### config.mk
export PLATFORM = sky130hd
export DESIGN_NAME = dual_pulse_generator_8_16
export DESIGN_NICKNAME = d
export VERILOG_FILES = /design/src/include/pulse_gen_pkg.sv /design/src/dual_pulse_generator_8_16.sv
export VERILOG_INCLUDE_DIRS = /design/src /design/src/include
export SDC_FILE = /design/constraint.sdc
export NUM_CORES = 1
export LEC_CHECK = 0
export ABC_CLOCK_PERIOD_IN_PS = 5400
export BUFFER_PORTS_ARGS = -buffer_cell sky130_fd_sc_hd__buf_2
export CAP_MARGIN = 20
export CORE_ASPECT_RATIO = 1.4
export CORE_MARGIN = 4
export CORE_UTILIZATION = 40
export CTS_CLUSTER_SIZE = 12
export DETAILED_ROUTE_END_ITERATION = 7
export GPL_TIMING_DRIVEN = 0
export MAX_ROUTING_LAYER = met4
export SYNTH_ARGS = -nofsm -noshare
export SYNTH_HDL_FRONTEND = slang
export SYNTH_SLANG_ARGS = --single-unit
export TNS_END_PERCENT = 1
### constraint.sdc
create_clock -name i_clk -period 5.4 [get_ports i_clk]
set_clock_uncertainty 0.2 [all_clocks]
set_input_delay 1.08 -clock i_clk [delete_from_list [all_inputs] [get_ports i_clk]]
set_output_delay 1.08 -clock i_clk [all_outputs]
set_load 0.05 [all_outputs]
### src/include/pulse_gen_consts.svh
// register indexes, field positions and codes of the pulse generator
// assumes a 32-bit bus; byte address is four times the index
`ifndef PULSE_GEN_CONSTS_SVH
`define PULSE_GEN_CONSTS_SVH
// register indexes
`define PG_IDX_CTRL0   7'h44
`define PG_IDX_CTRL1   7'h45
`define PG_IDX_PINCLK  7'h46
`define PG_IDX_RL0_LO  7'h48
`define PG_IDX_RL0_HI  7'h49
`define PG_IDX_RL1_LO  7'h4a
`define PG_IDX_RL1_HI  7'h4b
`define PG_IDX_STAT    7'h4c
`define PG_IDX_MASK    7'h4d
// control byte fields, same places in both control registers
`define PG_B_RUN       7
`define PG_B_OE        5
`define PG_B_IE        4
`define PG_B_UF        3
`define PG_B_MD_HI     2
`define PG_B_MD_LO     1
`define PG_B_RSV       0
// pin_and_clock_control fields
`define PG_B_CS1_HI    7
`define PG_B_CS1_LO    5
`define PG_B_CS0_HI    4
`define PG_B_CS0_LO    2
// count clock select codes
`define PG_CS_DIV1     3'h0
`define PG_CS_DIV2     3'h1
`define PG_CS_DIV4     3'h2
`define PG_CS_DIV8     3'h3
`define PG_CS_DIV16    3'h4
`define PG_CS_TBASE    3'h7
`endif

### src/include/pulse_gen_pkg.sv
// types shared by the pulse generator
// assumes nothing of its surroundings
`default_nettype none
package pulse_gen_pkg;
  typedef enum logic [1:0] {
    MODE_DUAL     = 2'b00,
    MODE_PRESCALE = 2'b01,
    MODE_RESV     = 2'b10,
    MODE_WIDE     = 2'b11
  } mode_type;
endpackage

`default_nettype wire

### src/dual_pulse_generator_8_16.sv
// dual 8-bit / single 16-bit pulse generator with avalon-mm registers
// assumes one 100 MHz clock, synchronous reset and an avalon master
// Operation
// - independent mode: two separate channels, pins A/B
// - combined mode: 16-bit timer, both pins identical
// - prescaler mode: ch0 borrow clocks ch1
// - ch0 run bit7 starts; wide mode also needs ch1 run; stopped holds low
// - ch1 run bit7 of ctrl1 starts; wide mode also needs ch0 run; stopped holds low
// - bit5 enables pulse drive on pin A
// - bit5 of ctrl1 enables pulse drive on pin B
// - ch0 irq enable raises request on flag
// - ch1 irq enable raises request on flag
// - ch0 flag set on 8/16-bit borrow
// - writing 0 clears flag, 1 ignored
// - read-modify-write read returns flag as 1
// - mode field: 00 dual, 01 prescale, 11 wide
// - alternate reloads; output inverts on each borrow
// - phase lasts reload plus one count clocks
// - clock select: divide 1..16 or time base
`timescale 1ns/1ps
`default_nettype none
`include "pulse_gen_consts.svh"

module dual_pulse_generator_8_16 (
  // clock and reset
  input  wire logic        i_clk,
  input  wire logic        i_rst,
  // avalon-mm slave
  input  wire logic [8:0]  i_avs_address,
  input  wire logic        i_avs_read,
  input  wire logic        i_avs_write,
  input  wire logic [31:0] i_avs_writedata,
  input  wire logic [3:0]  i_avs_byteenable,
  input  wire logic        i_rmw_read,
  output logic      [31:0] o_avs_readdata,
  output logic             o_avs_waitrequest,
  // time base count clock input
  input  wire logic        i_timebase_tick,
  // pulse pins
  output logic             o_pulse_out_a,
  output logic             o_pin_a_oe,
  output logic             o_pulse_out_b,
  output logic             o_pin_b_oe,
  // interrupts
  output logic             o_ch0_irq,
  output logic             o_ch1_irq,
  output logic             o_irq
);

  // ****************************************
  // storage
  // ****************************************
  logic                  wait_q;
  logic                  run0_q, run1_q, oe_a_q, oe_b_q, ie0_q, ie1_q;
  logic                  uf0_q, uf1_q;
  pulse_gen_pkg::mode_type mode_q;
  logic [2:0]            cs0_q, cs1_q;
  logic [7:0]            rl_q [0:3];
  logic [1:0]            stat_q, mask_q;
  logic [3:0]            pre_q;
  logic                  tb_s1_q, tb_s2_q, tb_s3_q;
  logic [7:0]            cnt0_q, cnt1_q, cnt0_d, cnt1_d;
  logic                  lvl0_q, lvl1_q, lvl0_d, lvl1_d;
  logic                  bor0, bor1, tick0, tick1, tb_tick;
  logic                  wr_en;
  logic [6:0]            idx;
  logic [7:0]            wd;
  logic [31:0]           rd_d;

  // ****************************************
  // helpers
  // ****************************************
  function automatic logic is_reg(input logic [6:0] a, input logic [6:0] r);
    return a == r;
  endfunction

  // count enable for one channel from its clock select code
  function automatic logic sel_tick(input logic [2:0] s, input logic [3:0] p,
                                    input logic tb);
    case (s)
      `PG_CS_DIV1:  sel_tick = 1'b1;
      `PG_CS_DIV2:  sel_tick = p[0];
      `PG_CS_DIV4:  sel_tick = &p[1:0];
      `PG_CS_DIV8:  sel_tick = &p[2:0];
      `PG_CS_DIV16: sel_tick = &p[3:0];
      `PG_CS_TBASE: sel_tick = tb;
      default:      sel_tick = 1'b0; // unused codes never count
    endcase
  endfunction

  // one 8-bit channel step: returns {borrow, level, count}
  function automatic logic [9:0] chan_step(input logic run, input logic tick,
                                           input logic [7:0] cnt, input logic lvl,
                                           input logic [7:0] lo, input logic [7:0] hi);
    if (!run)
      chan_step = {1'b0, 1'b0, lo}; // armed with the low width
    else if (tick && cnt == 8'h00)
      chan_step = {1'b1, ~lvl, (lvl ? lo : hi)};
    else if (tick)
      chan_step = {1'b0, lvl, cnt - 8'h01};
    else
      chan_step = {1'b0, lvl, cnt};
  endfunction

  // ****************************************
  // avalon slave
  // ****************************************
  assign idx   = i_avs_address[8:2];
  assign wd    = i_avs_writedata[7:0];
  assign wr_en = i_avs_write & ~wait_q & i_avs_byteenable[0];

  // one wait cycle, then a single low cycle that completes the access
  always_ff @(posedge i_clk)
  begin
    if (i_rst)
      wait_q <= 1'b1;
    else if ((i_avs_read | i_avs_write) && wait_q)
      wait_q <= 1'b0;
    else
      wait_q <= 1'b1;
  end

  // read mux; unmapped and reserved bits read as zero, except control bit0 which reads as one
  always_comb
  begin
    rd_d = 32'h0000_0000;
    if (is_reg(idx, `PG_IDX_CTRL0))
      rd_d[7:0] = {run0_q, 1'b0, oe_a_q, ie0_q, uf0_q | i_rmw_read,
                   2'b00, 1'b1};
    else if (is_reg(idx, `PG_IDX_CTRL1))
      rd_d[7:0] = {run1_q, 1'b0, oe_b_q, ie1_q, uf1_q | i_rmw_read,
                   mode_q, 1'b1};
    else if (is_reg(idx, `PG_IDX_PINCLK))
      rd_d[7:0] = {cs1_q, cs0_q, 2'b00};
    else if (is_reg(idx, `PG_IDX_RL0_LO))
      rd_d[7:0] = rl_q[0];
    else if (is_reg(idx, `PG_IDX_RL0_HI))
      rd_d[7:0] = rl_q[1];
    else if (is_reg(idx, `PG_IDX_RL1_LO))
      rd_d[7:0] = rl_q[2];
    else if (is_reg(idx, `PG_IDX_RL1_HI))
      rd_d[7:0] = rl_q[3];
    else if (is_reg(idx, `PG_IDX_STAT))
      rd_d[1:0] = stat_q;
    else if (is_reg(idx, `PG_IDX_MASK))
      rd_d[1:0] = mask_q;
  end

  // data is captured as waitrequest drops, so it stands at the taking edge
  always_ff @(posedge i_clk)
  begin
    if (i_rst)
      o_avs_readdata <= 32'h0000_0000;
    else if (i_avs_read && wait_q)
      o_avs_readdata <= rd_d;
  end

  assign o_avs_waitrequest = wait_q;

  // control bits; reserved bit0 writes are ignored
  always_ff @(posedge i_clk)
  begin
    if (i_rst)
    begin
      {run0_q, run1_q, oe_a_q, oe_b_q, ie0_q, ie1_q} <= 6'h00;
      mode_q <= pulse_gen_pkg::MODE_DUAL;
      cs0_q  <= `PG_CS_DIV1;
      cs1_q  <= `PG_CS_DIV1;
      mask_q <= 2'h0;
    end
    else if (wr_en)
    begin
      if (is_reg(idx, `PG_IDX_CTRL0))
      begin
        run0_q <= wd[`PG_B_RUN];
        oe_a_q <= wd[`PG_B_OE];
        ie0_q  <= wd[`PG_B_IE];
      end
      if (is_reg(idx, `PG_IDX_CTRL1))
      begin
        run1_q <= wd[`PG_B_RUN];
        oe_b_q <= wd[`PG_B_OE];
        ie1_q  <= wd[`PG_B_IE];
        // reserved code 10 is refused, mode stays
        if (wd[`PG_B_MD_HI:`PG_B_MD_LO] != 2'b10)
          mode_q <= pulse_gen_pkg::mode_type'(wd[`PG_B_MD_HI:`PG_B_MD_LO]);
      end
      if (is_reg(idx, `PG_IDX_PINCLK))
      begin
        cs1_q <= wd[`PG_B_CS1_HI:`PG_B_CS1_LO];
        cs0_q <= wd[`PG_B_CS0_HI:`PG_B_CS0_LO];
      end
      if (is_reg(idx, `PG_IDX_MASK))
        mask_q <= wd[1:0];
    end
  end

  // reload values, software only
  always_ff @(posedge i_clk)
  begin
    if (i_rst)
    begin
      for (int i = 0; i < 4; i++)
        rl_q[i] <= 8'h00;
    end
    else if (wr_en && idx[6:2] == 5'(`PG_IDX_RL0_LO >> 2))
      rl_q[idx[1:0]] <= wd;
  end

  // ****************************************
  // count clocks
  // ****************************************
  // free divider; only the first flop of the sync feeds the second
  always_ff @(posedge i_clk)
  begin
    if (i_rst)
    begin
      pre_q <= 4'h0;
      {tb_s1_q, tb_s2_q, tb_s3_q} <= 3'h0;
    end
    else
    begin
      pre_q <= pre_q + 4'h1;
      {tb_s1_q, tb_s2_q, tb_s3_q} <= {i_timebase_tick, tb_s1_q, tb_s2_q};
    end
  end

  assign tb_tick = tb_s2_q & ~tb_s3_q; // rising edge of the time base
  assign tick0   = sel_tick(cs0_q, pre_q, tb_tick);

  // ****************************************
  // counters
  // ****************************************
  // one process for both channels because wide mode joins them
  always_comb
  begin
    {bor0, lvl0_d, cnt0_d} = chan_step(run0_q, tick0, cnt0_q, lvl0_q, rl_q[0], rl_q[1]);
    // prescaler mode clocks ch1 by ch0 borrow
    tick1 = (mode_q == pulse_gen_pkg::MODE_PRESCALE) ? bor0
                                                     : sel_tick(cs1_q, pre_q, tb_tick);
    {bor1, lvl1_d, cnt1_d} = chan_step(run1_q, tick1, cnt1_q, lvl1_q, rl_q[2], rl_q[3]);
    if (mode_q == pulse_gen_pkg::MODE_WIDE)
    begin
      bor0 = 1'b0;
      bor1 = 1'b0;
      if (!(run0_q && run1_q))
      begin
        {cnt1_d, cnt0_d} = {rl_q[2], rl_q[0]};
        lvl0_d = 1'b0;
        lvl1_d = 1'b0;
      end
      else if (tick0 && {cnt1_q, cnt0_q} == 16'h0000)
      begin
        {cnt1_d, cnt0_d} = lvl0_q ? {rl_q[2], rl_q[0]} : {rl_q[3], rl_q[1]};
        lvl0_d = ~lvl0_q;
        lvl1_d = ~lvl0_q;
        bor0   = 1'b1;
        bor1   = 1'b1;
      end
      else
      begin
        {cnt1_d, cnt0_d} = {cnt1_q, cnt0_q} - (tick0 ? 16'h0001 : 16'h0000);
        lvl0_d = lvl0_q;
        lvl1_d = lvl0_q;
      end
    end
  end

  // counters and levels; a stopped channel idles low
  always_ff @(posedge i_clk)
  begin
    if (i_rst)
    begin
      {cnt0_q, cnt1_q} <= 16'h0000;
      {lvl0_q, lvl1_q} <= 2'b00;
    end
    else
    begin
      {cnt0_q, cnt1_q} <= {cnt0_d, cnt1_d};
      {lvl0_q, lvl1_q} <= {lvl0_d, lvl1_d};
    end
  end

  // ****************************************
  // flags and interrupts
  // ****************************************
  // a borrow beats a clearing write in the same cycle
  always_ff @(posedge i_clk)
  begin
    if (i_rst)
    begin
      {uf0_q, uf1_q} <= 2'b00;
      stat_q         <= 2'h0;
    end
    else
    begin
      if (bor0)
        uf0_q <= 1'b1;
      else if (wr_en && is_reg(idx, `PG_IDX_CTRL0) && !wd[`PG_B_UF])
        uf0_q <= 1'b0;
      if (bor1)
        uf1_q <= 1'b1;
      else if (wr_en && is_reg(idx, `PG_IDX_CTRL1) && !wd[`PG_B_UF])
        uf1_q <= 1'b0;
      stat_q <= (stat_q & ~((wr_en && is_reg(idx, `PG_IDX_STAT)) ? wd[1:0] : 2'h0))
                | {bor1, bor0};
    end
  end

  // registered pins and requests; pin levels pass whatever oe says
  always_ff @(posedge i_clk)
  begin
    if (i_rst)
    begin
      {o_pulse_out_a, o_pin_a_oe, o_pulse_out_b, o_pin_b_oe} <= 4'h0;
      {o_ch0_irq, o_ch1_irq, o_irq} <= 3'h0;
    end
    else
    begin
      o_pulse_out_a <= lvl0_q;
      o_pin_a_oe    <= oe_a_q;
      o_pulse_out_b <= lvl1_q;
      o_pin_b_oe    <= oe_b_q;
      o_ch0_irq     <= ie0_q & uf0_q;
      o_ch1_irq     <= ie1_q & uf1_q;
      o_irq         <= |(stat_q & mask_q);
    end
  end
endmodule // dual_pulse_generator_8_16

`default_nettype wire

==> flow_summary.toml <==
[placement]
routabilityCongestion = 0.966
hpwlAfterDp_um = 15100
port_buffers = 35

[setup_path]
slowest_stage = "nor3b_1"
reg2reg_slack_ns = 0.84
end_kind = "flop"
worstPathCellList = "ha_1 > nand3_1 > or3_1 > clkbuf_1 > nand3_1 > ha_1 > ha_1 > nor3b_1 > nand3_1 > xor2_1 > nor3_1 > a2111oi_0 > o31ai_1"
critPathRequiredTime_ns = 5.42
r2r_end = "cnt1_q[4]"
cp.arrival_ns = 4.59
reg2regPathDepth = 13
critPathMaxStageDelay_ns = 0.90
path_class = "reg -> reg"
cp-start-kind = "flop"
reg2reg_from = "pre_q[0]"
critPathMaxFanout = 6

[global_route]
grt_pass1_wl_um = 30000
antenna_found_initial = 0
grt-ovfl-total = 0
grt_pass1_vias = 5337
grt_max_degree = 19
grtUsageTotal = 0.253

[synth]
yosys.area.top_type = "dfxtp_1"
syn_avg_cell_area_sq_um = 8.91
syn_area_sq_um = 5800
synth_edf_count = 32
yosysTopAreaCellShare = 0.210
netlist_instances = 651
synth-seq-cells = 93
ys_top_cells_by_area = "dfxtp_1 (21%), edfxtp_1 (17%), mux2i_1 (5.5%), and3_1 (3.8%), nor2_1 (3.5%)"
ys_types = 76
seq_area_frac_synth = 0.376
ys_warn_count = 0
synth_flop_cell = "dfxtp_1"
synthArstFlopShare = 0

[clock_network]
post_cts_buffers = 0
htree_levels = 3
clock_tree.root_cell = "clkbuf_16"
cts_hold_buf = 0
cts_resized = 0
worst_skew_pair.late_latency_ns = 0.35
cts_tree = "built"
cts_buffers = 9
cts_max_path_buffers = 2
cts_sinks = 93
clkTransAtPathRegs_ns = 0.07

[floorplan]
dieArea_sq_um = 16500
die_w_um = 110
ios = 91
initial_core_util = 0.413
coreArea_sq_um = 14000
die_height_um = 151
fp-row-count = 51

[sta]
fin_crit_ns = 4.56
hold_viol = 0
grt_setup_unrepaired = "no"
max_slew_margin = 0.238
tns_ns = 0
tightestPinTransition_ns = 1.13
finalCritPeriodShare = 0.845
setup_violations = 0
clock.fmax_mhz = 219
hold_slack_ns = 0.240
drv_slew = 0

[routing]
dr.pass1.iters = 7
drtIter0Drc = 412
viasPerCell = 5.88
num_vias = 5361
drc = 0
wl_per_cell_um = 21.6
ant_nets = 0
drt_wl_total_um = 19700

[finish]
antenna_cells = 0
layout_commonest_cell = "dfxtp_1"
nets = 779
final_cell_mix = "dfxtp_1 (61), nor2_1 (54), buf_2 (47)"
area_growth_syn_to_layout_pct = 13.8
layout-drive-gt1-share = 0.166

[power_and_ir_drop]
peakVddDrop_mv = 0.139
p_per_area_nw_per_um2 = 250
p_leak_nw = 2.67

[min_path]
min_path_cells = 1
hold_path_class = "reg -> reg"
min_to = "tb_s2_q"
min-delay-start = "tb_s1_q"

[status]
outcome = "completed"

[run]
cap_violations = 0
==> worst max-delay path, delay by kind of cell (launching register included) <==
| kind | cells | cell delay [ns] |
|---|---|---|
| fa+ha+maj | 3 | 0.73 |
| flops | 1 | 0.43 |
| buf+inv | 1 | 0.25 |
| xor+xnor | 1 | 0.23 |
| simple gates | 6 | 1.90 |
| compound gates | 2 | 0.67 |
==> cell type report <==
| cell class | instances | area, sq um |
|---|---|---|
| Tap cell | 185 | 231 |
| Timing Repair Buffer | 37 | 188 |
| Clock inverter | 7 | 68.8 |
| Inverter | 15 | 56.3 |
| Sequential cell | 93 | 2180 |
| Clock buffer | 9 | 225 |
| Fill cell | 1442 | 7440 |
| Buffer | 73 | 394 |
| Multi-Input combinational cell | 493 | 3260 |
==> through the flow <==
step	area (sq um)	total power, mW	cells	util	setup WS (ns)
after floorplan	5890	0.957	674	-	2.05
after global placement	6300	1.03	894	0.448	0.965
after detailed placement	6300	1.03	895	0.449	0.916
after CTS	6600	1.66	911	0.470	0.872
after global routing	6600	1.71	912	0.470	0.635
final	6600	1.65	912	0.470	0.837
==> registers in the layout, indices dropped and copies added (netlist names), 3 cells and up <==
| name | cells |
|---|---|
| pre_q | 4 |
| cs0_q | 3 |
| cnt1_q | 8 |
| o_avs_readdata | 8 |
| cs1_q | 3 |
| cnt0_q | 8 |
| rl_q | 32 |
==> where the power goes <==
group | switching (mW) | internal (mW)
clock | 0.312 | 0.324
sequential | 0.0200 | 0.742
combinational | 0.173 | 0.0814
total | 0.505 | 1.15
==> logic make-up after synthesis <==
family / count (synthesis) / synth area share
AOI/OAI and AO/OA: 154 / 0.180
xor gates and xnor gates: 21 / 0.0317
other: 1 / 0.000646
muxes: 44 / 0.0901
DFF: 93 / 0.376
adders and majority gates: 6 / 0.0129
buffers and inverters: 88 / 0.0776
and+or+nand+nor: 244 / 0.231
==> cell usage after synthesis, types with 15 or more instances <==
cell type and instances:
a211oi_1 15, a21oi_1 33, and3_1 35, buf_4 24, clkbuf_1 32, dfxtp_1 61, edfxtp_1 32, inv_1 15
mux2i_1 32, nand2_1 41, nand3_1 23, nor2_1 54, nor2b_1 19, nor3_1 24, o21ai_0 39
==> how the worst max path moves through the flow <==
stage	startpoint	to
6_report	pre_q[0]	cnt1_q[4]
5_1_grt	pre_q[0]	cnt1_q[4]
4_1_cts	pre_q[0]	cnt1_q[4]
3_5_place_dp	pre_q[0]	cnt1_q[4]
3_3_place_gp	pre_q[0]	cnt1_q[4]
2_1_floorplan	i_avs_address[7]	rl_q[1][0]
==> routing by layer <==
layer | GRT usage | wire, um | up-vias
li1 | - | - | 2504
met1 | 0.283 | 7410 | 2515
met2 | 0.423 | 9750 | 260
met3 | 0.0176 | 1030 | 82
met4 | 0.177 | 1510 | 0
met5 | - | 0 | -
No activity file was read; power rests on OpenSTA's default activity.
